**config.mk**
```make
export PLATFORM = sky130hd
export DESIGN_NAME = eps_switch_ctrl
export DESIGN_NICKNAME = d
export VERILOG_FILES = /design/src/hdl/eps_pkg.sv /design/src/hdl/eps_reg_word.sv /design/src/hdl/eps_switch_map.sv /design/src/hdl/eps_switch_ctrl.sv
export SDC_FILE = /design/constraint.sdc
export NUM_CORES = 1
export LEC_CHECK = 0
export BUFFER_PORTS_ARGS = -buffer_cell sky130_fd_sc_hd__buf_4
export CAP_MARGIN = 25
export CORE_MARGIN = 5
export CORE_UTILIZATION = 48
export CTS_CLUSTER_SIZE = 24
export DETAILED_ROUTE_END_ITERATION = 6
export PLACE_DENSITY = 0.81
export SLEW_MARGIN = 20
export SYNTH_ARGS = -nofsm -noshare
export SYNTH_HDL_FRONTEND = slang
export SYNTH_SLANG_ARGS = --single-unit
```
**constraint.sdc**
```tcl
create_clock -name aclk -period 3.4 [get_ports aclk]
set_input_delay 1.02 -clock aclk [delete_from_list [all_inputs] [get_ports aclk]]
set_output_delay 1.02 -clock aclk [all_outputs]
set_load 0.05 [all_outputs]
```
**src/hdl/eps_pkg.sv**
```systemverilog
// Constants, types and helpers for the positive-node switch control block
// Overview of operation
// - Bit 13 closes the output-to-positive short switch and bit 14 closes the second load-path switch.
// - Bit 10 closes the counter electrode switch when set, opens it when clear, and resets open.
// - Bit 8 closes the switch to the third front-end pin when 1 and opens it when 0.
// - Bit 7 closes the switch to the drive electrode pin when 1 and opens it when 0.
// - Bit 6 closes the switch to the sense electrode pin when 1 and opens it when 0.
// - Bit 5 closes the switch to the second front-end pin when 1 and opens it when 0.
// - Bit 4 closes the switch to the reference electrode pin when 1 and opens it when 0.
// - Bit 3 closes the switch to analog input three when 1 and opens it when 0.
// - Bit 2 closes the switch to analog input two when 1 and opens it when 0.
package eps_pkg;

    // Register map
    localparam logic [31:0] EPS_MATRIX_OFFSET = 32'h0000_2158;
    localparam logic [31:0] EPS_MATRIX_RESET = 32'h0000_0000;
    // Bits that store a write; everything else reads zero
    localparam logic [31:0] EPS_MATRIX_WMASK = 32'h0000_7FFC;

    // Field positions
    localparam int EPS_BIT_LOAD_B = 14;
    localparam int EPS_BIT_SHORT = 13;
    localparam int EPS_BIT_COUNTER = 10;
    localparam int EPS_BIT_FE_THREE = 8;
    localparam int EPS_BIT_DRIVE = 7;
    localparam int EPS_BIT_SENSE = 6;
    localparam int EPS_BIT_FE_TWO = 5;
    localparam int EPS_BIT_REFERENCE = 4;
    localparam int EPS_BIT_AIN_THREE = 3;
    localparam int EPS_BIT_AIN_TWO = 2;

    // Bus responses
    localparam logic [1:0] EPS_RESP_OKAY = 2'h0;
    localparam logic [1:0] EPS_RESP_SLVERR = 2'h2;

    // Switch control lines, high means closed
    typedef struct packed {
        logic load_path_switch_b;
        logic output_to_positive_short_switch;
        logic counter_electrode_switch;
        logic front_end_three_switch;
        logic drive_electrode_switch;
        logic sense_electrode_switch;
        logic front_end_two_switch;
        logic reference_electrode_switch;
        logic analog_input_three_switch;
        logic analog_input_two_switch;
    } eps_switch_s;

    typedef enum logic [1:0] {
        EPS_WS_IDLE,
        EPS_WS_HAVE_ADDR,
        EPS_WS_HAVE_DATA,
        EPS_WS_RESP
    } eps_wr_state_e;

    typedef enum logic {
        EPS_RS_IDLE,
        EPS_RS_DATA
    } eps_rd_state_e;

    // Word-aligned address compare against the register's byte address
    function automatic logic eps_addr_hit(input logic [31:0] addr);
        eps_addr_hit = (addr[31:2] == EPS_MATRIX_OFFSET[31:2]);
    endfunction

endpackage

```
**src/hdl/eps_reg_word.sv**
```systemverilog
// Storage flop for the switch matrix word with byte-strobe merge
`timescale 1ns/10ps
module eps_reg_word
(
    // Clock and control
    input wire logic aclk,
    input wire logic aresetn,
    input wire logic ce,
    // Write request
    input wire logic wr_en,
    input wire logic [31:0] wr_data,
    input wire logic [3:0] wr_strb,
    // Stored word
    output logic [31:0] q
);
    import eps_pkg::*;

    logic [31:0] word_r;
    logic [31:0] word_nxt;
    logic [31:0] lane_mask;

    // Merge enabled lanes into the writable bits only
    always_comb
    begin
        lane_mask = {{8{wr_strb[3]}}, {8{wr_strb[2]}}, {8{wr_strb[1]}}, {8{wr_strb[0]}}};
        word_nxt = word_r;
        if (wr_en)
        begin
            word_nxt = (word_r & ~(lane_mask & EPS_MATRIX_WMASK))
                | (wr_data & lane_mask & EPS_MATRIX_WMASK);
        end
    end

    // reset low, update on write edge
    always_ff @(posedge aclk)
    begin
        if (!aresetn)
            word_r <= EPS_MATRIX_RESET;
        else if (ce)
            word_r <= word_nxt;
    end

    assign q = word_r;
endmodule

```
**src/hdl/eps_switch_map.sv**
```systemverilog
// Maps stored word bits onto the static switch control lines
`timescale 1ns/10ps
module eps_switch_map
(
    // Stored register word
    input wire logic [31:0] word,
    // Switch control lines
    output eps_pkg::eps_switch_s sw
);
    import eps_pkg::*;

    // Pure wiring from flops, so lines change at the write edge itself
    always_comb
    begin
        sw.load_path_switch_b = word[EPS_BIT_LOAD_B];
        sw.output_to_positive_short_switch = word[EPS_BIT_SHORT];
        sw.counter_electrode_switch = word[EPS_BIT_COUNTER];
        sw.front_end_three_switch = word[EPS_BIT_FE_THREE];
        sw.drive_electrode_switch = word[EPS_BIT_DRIVE];
        sw.sense_electrode_switch = word[EPS_BIT_SENSE];
        sw.front_end_two_switch = word[EPS_BIT_FE_TWO];
        sw.reference_electrode_switch = word[EPS_BIT_REFERENCE];
        sw.analog_input_three_switch = word[EPS_BIT_AIN_THREE];
        sw.analog_input_two_switch = word[EPS_BIT_AIN_TWO];
    end
endmodule

```
**src/hdl/eps_switch_ctrl.sv**
```systemverilog
// AXI4-Lite slave holding the positive-node switch matrix register
//
// Design decisions made here: the AXI4-Lite register port and the register addresses.
`timescale 1ns/10ps
module eps_switch_ctrl
#(
    parameter int ADDR_W = 16
)
(
    // Clock, reset and clock enable
    input wire logic aclk,
    input wire logic aresetn,
    input wire logic ce,
    // Write address channel
    input wire logic [ADDR_W-1:0] s_axi_awaddr,
    input wire logic [2:0] s_axi_awprot,
    input wire logic s_axi_awvalid,
    output logic s_axi_awready,
    // Write data channel
    input wire logic [31:0] s_axi_wdata,
    input wire logic [3:0] s_axi_wstrb,
    input wire logic s_axi_wvalid,
    output logic s_axi_wready,
    // Write response channel
    output logic [1:0] s_axi_bresp,
    output logic s_axi_bvalid,
    input wire logic s_axi_bready,
    // Read address channel
    input wire logic [ADDR_W-1:0] s_axi_araddr,
    input wire logic [2:0] s_axi_arprot,
    input wire logic s_axi_arvalid,
    output logic s_axi_arready,
    // Read data channel
    output logic [31:0] s_axi_rdata,
    output logic [1:0] s_axi_rresp,
    output logic s_axi_rvalid,
    input wire logic s_axi_rready,
    // Switch control lines to the analog matrix
    output eps_pkg::eps_switch_s switches
);
    import eps_pkg::*;

    // The register's byte address must fit the bus address
    generate
        if (ADDR_W < 14 || ADDR_W > 32)
        begin : g_bad_addr_w
            $error("eps_switch_ctrl: ADDR_W must lie between 14 and 32");
        end
    endgenerate

    // Write path state
    eps_wr_state_e ws_r;
    eps_wr_state_e ws_nxt;
    logic [ADDR_W-1:0] awaddr_r;
    logic [ADDR_W-1:0] awaddr_nxt;
    logic [31:0] wdata_r;
    logic [31:0] wdata_nxt;
    logic [3:0] wstrb_r;
    logic [3:0] wstrb_nxt;
    logic [1:0] bresp_r;
    logic [1:0] bresp_nxt;

    // Read path state
    eps_rd_state_e rs_r;
    eps_rd_state_e rs_nxt;
    logic [31:0] rdata_r;
    logic [31:0] rdata_nxt;
    logic [1:0] rresp_r;
    logic [1:0] rresp_nxt;

    // Write commit signals
    logic aw_take;
    logic w_take;
    logic wr_fire;
    logic [ADDR_W-1:0] wr_addr;
    logic [31:0] wr_data;
    logic [3:0] wr_strb;
    logic wr_hit;
    logic reg_wr_en;

    // Read handshake
    logic ar_take;

    // Stored word
    logic [31:0] matrix_q;

    // Protection bits carry no meaning for this register
    logic unused_prot;
    assign unused_prot = ^{s_axi_awprot, s_axi_arprot};

    // Ready outputs decode straight from state; a frozen clock enable stalls them
    always_comb
    begin
        s_axi_awready = ce && (ws_r == EPS_WS_IDLE || ws_r == EPS_WS_HAVE_DATA);
        s_axi_wready = ce && (ws_r == EPS_WS_IDLE || ws_r == EPS_WS_HAVE_ADDR);
        s_axi_arready = ce && (rs_r == EPS_RS_IDLE);
    end

    // Handshakes on this edge
    assign aw_take = s_axi_awvalid && s_axi_awready;
    assign w_take = s_axi_wvalid && s_axi_wready;
    assign ar_take = s_axi_arvalid && s_axi_arready;

    // Pick the address and data for the write that completes now
    always_comb
    begin
        wr_fire = 1'b0;
        wr_addr = awaddr_r;
        wr_data = wdata_r;
        wr_strb = wstrb_r;
        case (ws_r)
            EPS_WS_IDLE:
            begin
                wr_fire = aw_take && w_take;
                wr_addr = s_axi_awaddr;
                wr_data = s_axi_wdata;
                wr_strb = s_axi_wstrb;
            end
            EPS_WS_HAVE_ADDR:
            begin
                wr_fire = w_take;
                wr_data = s_axi_wdata;
                wr_strb = s_axi_wstrb;
            end
            EPS_WS_HAVE_DATA:
            begin
                wr_fire = aw_take;
                wr_addr = s_axi_awaddr;
            end
            EPS_WS_RESP:
            begin
                wr_fire = 1'b0;
            end
            default:
            begin
                wr_fire = 1'b0;
            end
        endcase
    end

    // Address compare is zero-extended so narrow buses still decode cleanly
    assign wr_hit = eps_addr_hit(32'(wr_addr));
    assign reg_wr_en = wr_fire && wr_hit;

    // Write channel sequencing: address and data may come in either order
    always_comb
    begin
        ws_nxt = ws_r;
        awaddr_nxt = awaddr_r;
        wdata_nxt = wdata_r;
        wstrb_nxt = wstrb_r;
        bresp_nxt = bresp_r;
        case (ws_r)
            EPS_WS_IDLE:
            begin
                if (wr_fire)
                begin
                    ws_nxt = EPS_WS_RESP;
                    bresp_nxt = wr_hit ? EPS_RESP_OKAY : EPS_RESP_SLVERR;
                end
                else if (aw_take)
                begin
                    ws_nxt = EPS_WS_HAVE_ADDR;
                    awaddr_nxt = s_axi_awaddr;
                end
                else if (w_take)
                begin
                    ws_nxt = EPS_WS_HAVE_DATA;
                    wdata_nxt = s_axi_wdata;
                    wstrb_nxt = s_axi_wstrb;
                end
            end
            EPS_WS_HAVE_ADDR, EPS_WS_HAVE_DATA:
            begin
                if (wr_fire)
                begin
                    ws_nxt = EPS_WS_RESP;
                    bresp_nxt = wr_hit ? EPS_RESP_OKAY : EPS_RESP_SLVERR;
                end
            end
            EPS_WS_RESP:
            begin
                // Holding both readies low here keeps one write in flight
                if (s_axi_bready)
                begin
                    ws_nxt = EPS_WS_IDLE;
                    bresp_nxt = EPS_RESP_OKAY;
                end
            end
            default:
            begin
                ws_nxt = EPS_WS_IDLE;
            end
        endcase
    end

    // Write path registers
    always_ff @(posedge aclk)
    begin
        if (!aresetn)
        begin
            ws_r <= EPS_WS_IDLE;
            awaddr_r <= '0;
            wdata_r <= 32'h0000_0000;
            wstrb_r <= 4'h0;
            bresp_r <= EPS_RESP_OKAY;
        end
        else if (ce)
        begin
            ws_r <= ws_nxt;
            awaddr_r <= awaddr_nxt;
            wdata_r <= wdata_nxt;
            wstrb_r <= wstrb_nxt;
            bresp_r <= bresp_nxt;
        end
    end

    // Read channel: data is captured at the address edge and held until taken
    always_comb
    begin
        rs_nxt = rs_r;
        rdata_nxt = rdata_r;
        rresp_nxt = rresp_r;
        case (rs_r)
            EPS_RS_IDLE:
            begin
                if (ar_take)
                begin
                    rs_nxt = EPS_RS_DATA;
                    if (eps_addr_hit(32'(s_axi_araddr)))
                    begin
                        rdata_nxt = matrix_q & EPS_MATRIX_WMASK;
                        rresp_nxt = EPS_RESP_OKAY;
                    end
                    else
                    begin
                        rdata_nxt = 32'h0000_0000;
                        rresp_nxt = EPS_RESP_SLVERR;
                    end
                end
            end
            EPS_RS_DATA:
            begin
                if (s_axi_rready)
                begin
                    rs_nxt = EPS_RS_IDLE;
                    rdata_nxt = 32'h0000_0000;
                    rresp_nxt = EPS_RESP_OKAY;
                end
            end
            default:
            begin
                rs_nxt = EPS_RS_IDLE;
            end
        endcase
    end

    // Read path registers
    always_ff @(posedge aclk)
    begin
        if (!aresetn)
        begin
            rs_r <= EPS_RS_IDLE;
            rdata_r <= 32'h0000_0000;
            rresp_r <= EPS_RESP_OKAY;
        end
        else if (ce)
        begin
            rs_r <= rs_nxt;
            rdata_r <= rdata_nxt;
            rresp_r <= rresp_nxt;
        end
    end

    // Response outputs come straight from flops
    assign s_axi_bvalid = (ws_r == EPS_WS_RESP);
    assign s_axi_bresp = bresp_r;
    assign s_axi_rvalid = (rs_r == EPS_RS_DATA);
    assign s_axi_rdata = rdata_r;
    assign s_axi_rresp = rresp_r;

    // Register storage
    eps_reg_word u_word
    (
        .aclk(aclk),
        .aresetn(aresetn),
        .ce(ce),
        .wr_en(reg_wr_en),
        .wr_data(wr_data),
        .wr_strb(wr_strb),
        .q(matrix_q)
    );

    // Switch line mapping
    eps_switch_map u_map
    (
        .word(matrix_q),
        .sw(switches)
    );
endmodule

```
# --- After elaboration in Yosys (flattened, before gate mapping) ---
# Index checks and enable logic that the tools add are counted.
op_classes:
  n_eq_ne: 11
  n_mux: 24
  n_bitwise: 7
  reduce_logical: 21
ops:
  columns: ["cell", "n"]
  rows:
  - ["32-bit 2-to-1 mux", 2]
  - ["32-bit one-hot mux with 2 select lines", 1]
  - ["32-bit bitwise AND", 1]
  - ["15-bit NOT with 32-bit output", 1]
  - ["32-bit by 15-bit bitwise OR with 32-bit output", 1]
  - ["15-bit 2-to-1 mux", 2]
  - ["14-bit by 12-bit equality test with 1-bit output (second input constant)", 2]
  - ["2-bit 2-to-1 mux", 11]
  - ["16-bit 2-to-1 mux", 1]
  - ["15-bit bitwise AND", 1]
  - ["1-bit logical AND", 8]
  - ["2-bit one-hot mux with 2 select lines", 2]
  - ["4-bit AND reduction", 2]
  - ["2-bit != test (second input constant)", 3]
  - ["2-bit one-hot mux with 3 select lines", 1]
  - ["3-bit AND reduction", 2]
  - ["2-bit OR reduction", 3]
  - ["5-bit AND reduction", 1]
  - ["2-bit equality test (second input constant)", 2]
  - ["2-bit by 1-bit != test with 1-bit output (second input constant)", 2]
  - ["4-bit != test (second input constant)", 1]
  - ["1-bit one-hot mux with 4 select lines", 1]
  - ["1-bit NOT", 3]
  - ["3-bit OR reduction", 1]
  - ["6 further kinds", 8]
word_totals:
  reg_bits: 104
  in_bits: 82
  output_inout_bits: 51

# --- Longest topological paths before layout ---
# Gate-level depths: netlist of the first run.
depth:
  ltp_word: 8
  mapped_depth: 10
  depth_no_buf: 7

# --- Cells and area by module ---
# A second synthesis of the first run with hierarchy kept.
hier_totals:
  hier_cells: 477
  hier_area_um2: 4219.0
by_module_without_submodules:
  columns: ["module", "n_inst", "cells_per_inst", "area_per_inst_um2", "seq_area_each_um2"]
  rows:
  - ["eps_switch_ctrl", 1, 388, 3452.1, 1361.3]
  - ["eps_reg_word", 1, 79, 691.9, 260.2]
  - ["eps_switch_map", 1, 10, 75.1, 0.0]

# --- Worst setup path before layout of the first run ---
# No wires, ideal clock.
synth_path:
  path_type: "input port to output port"
  startpoint: "input ce"
  endpoint: "output s_axi_arready"
  arrival_time_ns: 2.032
  t_required_ns: 2.380
  slack_ns: 0.348
  stages: 2
  cell_sequence: "clkbuf_1 nor2b_1"
synth_via:
  elab_chain_len: 1
synth_rtl:
  columns: ["element", "line_no", "text"]
  rows:
  - ["start, declared", "eps_switch_ctrl.sv:13", "input wire logic ce,"]
  - ["1-bit logical AND", "eps_switch_ctrl.sv:96", "s_axi_arready = ce && (rs_r == EPS_RS_IDLE);"]
  - ["end, declared", "eps_switch_ctrl.sv:32", "output logic s_axi_arready,"]
# No other way between the ends.

# --- Worst setup path in the final report of the first run ---
layout_path:
  startpoint: "register ws_r[0]"
  endpoint: "output s_axi_wready"
layout_via:
  elab_chain_len: 3
layout_rtl:
  columns: ["element", "line_no", "text"]
  rows:
  - ["start, declared", "eps_switch_ctrl.sv:52", "eps_wr_state_e ws_r;"]
  - ["start signal, assigned", "eps_switch_ctrl.sv:210", "ws_r <= ws_nxt;"]
  - ["2-bit by 1-bit equality test with 1-bit output / 2-bit logical NOT (equally long branches)", "eps_switch_ctrl.sv:95", "s_axi_wready = ce && (ws_r == EPS_WS_IDLE || ws_r == EPS_WS_HAVE_ADDR);"]
  - ["1-bit logical OR (*)", "eps_switch_ctrl.sv:95", null]
  - ["1-bit logical AND (*)", "eps_switch_ctrl.sv:95", null]
  - ["end, declared", "eps_switch_ctrl.sv:23", "output logic s_axi_wready,"]
# Every way passes the cells marked *; elsewhere a longest branch is shown, timed or not.

==> results_dict.tcl, run 1 <==
set metrics [dict create \
    clkPwrFrac_pct 35.2 \
    htreeDepth 3 \
    drive_gt1_share_pct 27.2 \
    drt_pass1_iterations 4 \
    viasPerCell 5.04 \
    r2r_slack_ns 0.84 \
    hold_path_class "flip-flop to flip-flop" \
    crit_cells 5 \
    endpoint_kind "primary output" \
    vias 2356 \
    min_period_ns 2.87 \
    max_slew_margin_pct 59.1 \
    cts.root.buffer_cell "clkbuf_8" \
    yosysUniqueCellTypes 40 \
    run_status "completed" \
    clkSlewWorstSetupHoldPaths_ns 0.07 \
    die_h_um 89.9 \
    drv_slew 0 \
    final_common_cell "buf_4" \
    diodes 0 \
    tightestPinTransition_ns 0.613 \
    die_x_um 89.9 \
    rsz0062_at_grt "false" \
    io_buffers 80 \
    hold_buffers 0 \
    place_area_mm2 0.00355 \
    first_iter_violations 83 \
    power_leakage_nw 1.69 \
    p_int_mw 1.29 \
    fin_tns_setup_ns 0 \
    drtAntennaViolNets 0 \
    die_area_mm2 0.00808 \
    clockBufferDepth 2 \
    crit_start "ws_r[0]" \
    cpLargestDelayFamily "simple AND/OR/NAND/NOR gates" \
    rows 29 \
    synth.cell_area_mm2 0.00306 \
    peakVddDrop_mv 0.332 \
    synth_seq_cells 60 \
    drc 0 \
    fin_crit_sh_pct 84.5 \
    max_freq_mhz 348 \
    startpoint_type "flip-flop" \
    grt_max_degree 75 \
    critPathArrivalTime_ns 1.85 \
    cts_inserted_buffers 9 \
    grt_pass1_wl_um 11000 \
    nNetsFinal 473 \
    post_drt_wl_per_cell_um 14.3 \
    cap_viol_max_count 0 \
    finClkSkew_ns 0.00903 \
    postSynth.asyncResetShare_pct 0 \
    synth_ff_type "dfxtp_1" \
    grt_overflow 0 \
    post_cts_buffers 0 \
    r2r-start "ws_r[0]" \
    power_density_mw_per_mm2 489 \
    swShare_pct 29.6 \
    power_mw 1.83 \
    timing.critical_path.slowest_stage_cell "nor2_1" \
    crit_buf_inv 2 \
    postRouteWirelength_um 6660 \
    worstSetupPathType "flip-flop to primary output" \
    fp.coreArea_mm2 0.00628 \
    grt_usage_pct 16.4 \
    crit_chain "inv_1, ha_1, nor2_1, nor2b_1, buf_4" \
    io_pins 133 \
    p_seq_share_pct 41.1 \
    rr_worst_depth 7 \
    antenna_found_initial 0 \
    max_stage_delay_ns 0.43 \
    hold_violations 0 \
    clkSinkCount 60 \
    crit_required_ns 2.38 \
    post-dp-hpwl_um 4980 \
    fin_area_mm2 0.00375 \
    insertion_delay_ns 0.33 \
    yosysWarningCount 0 \
    path_max_fanout 6 \
    cts_resized 0 \
    yosysSeqAreaShare_pct 39.2 \
    synth_edf_count 0 \
    start_util_pct 48.8 \
    grt_pass1_vias 2330 \
    mostFrequentLayoutCells "84 x buf_4, 60 x dfxtp_1, 46 x nor2b_1" \
    dp.cells 451 \
    final_cells 467 \
    synth.avg_cell_area_um2 9.63 \
    area_growth_pct 22.6 \
    synth_cells 318 \
    gp_congestion 0.730 \
    p_switching_mw 0.543 \
    comb_power_share_pct 23.6 \
    finalSetupViolCount 0 \
    setup.worst_path.end "s_axi_wready" \
    cts_tree "done" \
]
[cells in the mapped netlist (all sizes together) (2+ instances only)]
cell type | count | area share, %
nor2b | 46 | 9.4
o21ai | 4 | 0.65
a21oi | 4 | 0.65
nor2 | 7 | 0.86
nor4 | 3 | 1.3
o221a | 2 | 0.74
mux2i | 45 | 15
or4 | 2 | 0.49
a22oi | 14 | 3.4
and2 | 2 | 0.41
or4bb | 2 | 0.74
nor4bb | 2 | 0.65
or3 | 2 | 0.41
buf | 35 | 8.7
nand2 | 37 | 4.5
dfxtp | 60 | 39
inv | 4 | 0.49
ha | 6 | 2.5
mux2 | 14 | 5.1
clkbuf | 13 | 1.6
[area by class of cell]
type	count	area, um^2
fillers	522	2520
multi-input cells	226	1610
flip-flops and latches	60	1200
repair buffers	84	631
clock buffers	13	159
well taps	77	96.3
clock inverters	3	45.0
inverters	4	15.0
[worst min path at each step]
stage | from | end | slack (ns) | cells after the start
detailed placement | flip-flop | flip-flop | 0.46 | 2
CTS | flip-flop | flip-flop | 0.47 | 2
global placement | flip-flop | flip-flop | 0.45 | 2
floorplan | flip-flop | flip-flop | 0.44 | 2
global route | flip-flop | flip-flop | 0.49 | 2
finish | flip-flop | flip-flop | 0.47 | 2
[per-stage QoR]
step                setup slack, ns  hold WS [ns]  utilization, %
floorplan                     0.348         0.438               -
global placement              0.475         0.449            56.5
detailed placement            0.460         0.462            56.5
CTS                           0.516         0.471            59.8
global route                  0.381         0.493            59.8
finish                        0.527         0.470            59.8
[cells by family (layout without fill, tap and decap cells)]
group           after synthesis  after routing  share of synthesized area (%)
simple gates                113            113                           21.4
flops                        60             60                           39.2
mux                          59             59                           19.9
buf+inv                      52            104                           10.7
compound gates               27             27                           6.17
fa+ha+maj                     6              6                           2.45
other cells                   1             21                          0.122
[power groups by stage]
stage	registers, mW	logic (mW)	clock network [mW]
after detailed placement	0.770	0.431	0
after CTS	0.755	0.432	0.659
final	0.754	0.433	0.646
after global routing	0.758	0.470	0.695
after floorplan	0.779	0.320	0
after global placement	0.768	0.424	0
[worst reg2reg max path, stage by stage (launching register included)]
cell	delay (ns)
dfxtp_1	0.42
inv_1	0.11
ha_1	0.28
or4_1	0.50
nor4_1	0.22
a31oi_1	0.14
or3_1	0.59
mux2i_1	0.19
[layer usage]
| metal | GRT usage (%) | vias up | wire [um] | share of wire (%) |
|---|---|---|---|---|
| met1 | 19.8 | 1087 | 2920 | 44 |
| met5 | 0 | - | 0 | 0 |
| met3 | 4.92 | 14 | 489 | 7.3 |
| met4 | 7.69 | 0 | 162 | 2.4 |
| met2 | 26.6 | 85 | 3090 | 46 |
| li1 | - | 1170 | - | - |
Note: power is estimated with default switching activity, not from simulation.
==> run 2, diff against run 1 <==
clock period = 2.8 ns   (was 3.4 ns; I/O delays follow)
==> run 2 against run 1 <==
- routed wire length down 1.6%
- worst setup slack worse by 0.28 ns
- register-to-register slack worse by 0.54 ns
- die area unchanged
- combinational power up 25%
- utilization down 0.44 points
- critical path type unchanged
- flip-flop and latch count unchanged
- worst hold slack better by 0.0028 ns
==> results_dict.tcl, run 2 (same netlist as run 1, synthesis figures left out) <==
set metrics [dict create \
    fp.coreArea_mm2 0.00628 \
    clkSlewWorstSetupHoldPaths_ns 0.06 \
    worst_slack_ns 0.243 \
    io_pins 133 \
    die_x_um 89.9 \
    hold_path_class "flip-flop to flip-flop" \
    cts_tree "done" \
    cts.root.buffer_cell "clkbuf_8" \
    gp_congestion 0.753 \
    worstSetupPathType "flip-flop to primary output" \
    place_area_mm2 0.00356 \
    hold_slack_ns 0.473 \
    clockBufferDepth 2 \
    hold_violations 0 \
    min_period_ns 2.56 \
    mostFrequentLayoutCells "85 x buf_4, 60 x dfxtp_1, 46 x nor2b_1" \
    power_density_mw_per_mm2 567 \
    crit_buf_inv 3 \
    power_leakage_nw 1.69 \
    nNetsFinal 474 \
    drv_slew 0 \
    drc 0 \
    min_path_cells 2 \
    drtAntennaViolNets 0 \
    io_buffers 80 \
    place_ws_ns 0.0582 \
    cts_inserted_buffers 9 \
    post-dp-hpwl_um 4930 \
    max_slew_margin_pct 59.2 \
    finalSetupViolCount 0 \
    final_util_pct 59.4 \
    fin_tns_setup_ns 0 \
    grt_max_degree 75 \
    grt_usage_pct 16.2 \
    multi_input_area_mm2 0.00161 \
    fin_area_mm2 0.00373 \
    cpLargestDelayFamily "buffers and inverters" \
    startpoint_type "flip-flop" \
    crit_chain "inv_1, ha_1, nor2_1, buf_4, nor2b_1, buf_4" \
    start_util_pct 48.8 \
    crit_path_frequent_cell "buf_4" \
    rows 29 \
    timing.critical_path.slowest_stage_cell "dfxtp_1" \
    clkSinkCount 60 \
    fin_crit_sh_pct 91.3 \
    drt_pass1_iterations 4 \
    num-fill-cells 547 \
    cts_resized 0 \
    power_mw 2.11 \
    r2r_slack_ns 0.30 \
    die_h_um 89.9 \
    hold_buffers 0 \
    grt_overflow 0 \
    postRouteWirelength_um 6550 \
    max_freq_mhz 391 \
    viasPerCell 4.97 \
    max_stage_delay_ns 0.42 \
    setup.worst_path.end "s_axi_wready" \
    run_status "completed" \
    met3_usage_pct 4.26 \
    critPathArrivalTime_ns 1.72 \
    met2_usage_pct 26.2 \
    vias 2326 \
    finClkSkew_ns 0.00681 \
    tightestPinTransition_ns 0.612 \
    r2r-start "ws_r[0]" \
    diodes 0 \
    crit_cells 6 \
    antenna_found_initial 0 \
    grt_pass1_vias 2355 \
    seq_area_mm2 0.00120 \
    path_max_fanout 6 \
    final_common_cell "buf_4" \
    peakVddDrop_mv 0.348 \
    post_cts_buffers 0 \
    rsz0062_at_grt "false" \
    grt_pass1_wl_um 11000 \
    insertion_delay_ns 0.33 \
    dp.cells 452 \
    cap_viol_max_count 0 \
    area_growth_pct 21.7 \
    met1_usage_pct 20.0 \
    drive_gt1_share_pct 27.6 \
    final_cells 468 \
    busiest_layer "met2" \
    rr_worst_depth 7 \
    htreeDepth 3 \
    post_drt_wl_per_cell_um 14.0 \
    crit_start "ws_r[0]" \
    first_iter_violations 117 \
    crit_required_ns 1.96 \
    die_area_mm2 0.00808 \
    endpoint_kind "primary output" \
]
run 2: worst min path at each step:
stage               slack [ns]        end
finish                    0.47  flip-flop
global route              0.50  flip-flop
CTS                       0.48  flip-flop
detailed placement        0.47  flip-flop
global placement          0.45  flip-flop
floorplan                 0.44  flip-flop
run 2: cell type report:
| type | instances | area share (%) |
|---|---|---|
| well taps | 77 | 2.59 |
| clock inverters | 5 | 0.739 |
| flip-flops and latches | 60 | 32.2 |
| clock buffers | 11 | 3.79 |
| repair buffers | 85 | 17.1 |
| multi-input cells | 226 | 43.1 |
| inverters | 4 | 0.403 |
run 2: routing by layer:
metal	routed length, um	share of wire [%]	up-vias
li1	-	-	1171
met1	2940	45	1072
met2	3070	47	75
met3	441	6.7	8
met4	94	1.4	0
met5	0	0	-
run 2: power by group:
| group | internal (mW) | switching [mW] | total, mW |
|---|---|---|---|
| clock | 0.339 | 0.319 | 0.658 |
| sequential | 0.891 | 0.0222 | 0.913 |
| combinational | 0.224 | 0.316 | 0.540 |
run 2: worst reg2reg max path: stages, from the launching register on:
cell     delay (ns)
dfxtp_1        0.42
inv_1          0.11
ha_1           0.28
or4_1          0.50
nor4_1         0.19
a31oi_1        0.12
or3_1          0.58
mux2i_1        0.18
==> run 3, diff against run 2 <==
BUFFER_PORTS_ARGS = -buffer_cell sky130_fd_sc_hd__buf_2   (was -buffer_cell sky130_fd_sc_hd__buf_4)
==> run 3 against run 2 <==
- non-clock buffer count increased by 2
- via count decreased by 0.47%
- critical path depth decreased by 1
- critical endpoint unchanged
- largest cell class unchanged
==> results_dict.tcl, run 3 (same netlist as run 1, synthesis figures left out) <==
set metrics [dict create \
    drt_pass1_iterations 4 \
    cts_resized 0 \
    finClkSkew_ns 0.00993 \
    hold_buffers 0 \
    antenna_found_initial 0 \
    place_area_mm2 0.00337 \
    grt_overflow 0 \
    viasPerCell 4.93 \
    place_ws_ns 0.0632 \
    rsz0062_at_grt "false" \
    area_growth_pct 17.4 \
    fin_area_mm2 0.00360 \
    post_drt_wl_per_cell_um 13.8 \
    final_common_cell "buf_2" \
    grt_pass1_vias 2266 \
    hold_path_class "flip-flop to flip-flop" \
    insertion_delay_ns 0.33 \
    grt_usage_pct 15.8 \
    endpoint_kind "primary output" \
    grt_pass1_wl_um 10700 \
    clockBufferDepth 2 \
    vias 2315 \
    run_status "completed" \
    startpoint_type "flip-flop" \
    diodes 0 \
    cts_inserted_buffers 9 \
    clkSinkCount 60 \
    post-dp-hpwl_um 4910 \
    cts_tree "done" \
    min_period_ns 2.53 \
    crit_required_ns 1.96 \
    fin_tns_setup_ns 0 \
    drv_slew 0 \
    finalSetupViolCount 0 \
    cap_viol_max_count 0 \
    hold_slack_ns 0.471 \
    io_pins 133 \
    power_leakage_nw 1.68 \
    die_area_mm2 0.00808 \
    peakVddDrop_mv 0.464 \
    worstSetupPathType "flip-flop to primary output" \
    worst_slack_ns 0.273 \
    grt_max_degree 29 \
    clkSlewWorstSetupHoldPaths_ns 0.08 \
    io_buffers 80 \
    die_x_um 89.9 \
    drtAntennaViolNets 0 \
    hold_violations 0 \
    nNetsFinal 476 \
    drive_gt1_share_pct 28.2 \
    gp_congestion 0.786 \
    start_util_pct 48.8 \
    fin_crit_sh_pct 90.2 \
    path_max_fanout 6 \
    drc 0 \
    max_freq_mhz 396 \
    fp.coreArea_mm2 0.00628 \
    power_density_mw_per_mm2 636 \
    power_mw 2.29 \
    die_h_um 89.9 \
    critPathArrivalTime_ns 1.69 \
    postRouteWirelength_um 6480 \
    rows 29 \
    cts.root.buffer_cell "clkbuf_8" \
    first_iter_violations 75 \
    mostFrequentLayoutCells "80 x buf_2, 60 x dfxtp_1, 46 x nor2b_1" \
    post_cts_buffers 0 \
    htreeDepth 3 \
]
run 3: critical path, cell delays in order (launching register included):
cell	delay [ns]
dfxtp_1	0.42
inv_1	0.11
ha_1	0.27
nor2_1	0.25
nor2b_1	0.09
buf_2	0.22
run 3: area by class of cell:
class / count / area [um^2]
clock inverter: 7 / 100
fill: 551 / 2680
sequential: 60 / 1200
multi-input combinational: 226 / 1610
tap: 77 / 96.3
inverter: 4 / 15.0
clock buffer: 9 / 124
timing repair buffer: 87 / 453
run 3: per-stage QoR:
stage               util (%)  instances
floorplan                  -        338
global placement        53.7        454
detailed placement      53.7        454
CTS                     57.3        470
global route            57.3        470
finish                  57.3        470
run 3: where the power goes:
part / internal, mW / switching, mW / total [mW]
clock network: 0.507 / 0.357 / 0.863
logic: 0.198 / 0.313 / 0.511
registers: 0.890 / 0.0227 / 0.913
total: 1.59 / 0.692 / 2.29
run 3: final timing paths:
kind | from | endpoint | slack (ns) | depth (start not counted)
worst max-delay path | ws_r[0] | s_axi_wready | 0.27 | 5
worst min-delay path | flip-flop | flip-flop | 0.47 | 2
worst max register to register | ws_r[0] | flip-flop | 0.31 | 7
worst min register to register | flip-flop | flip-flop | 0.47 | 2
run 3: per-layer routing:
layer | part of all wire (%) | up-vias | GRT usage (%)
li1 | - | 1183 | -
met1 | 45 | 1049 | 19.6
met2 | 46 | 74 | 24.9
met3 | 7.3 | 9 | 5.09
met4 | 1.7 | 0 | 6.95
met5 | 0 | - | 0
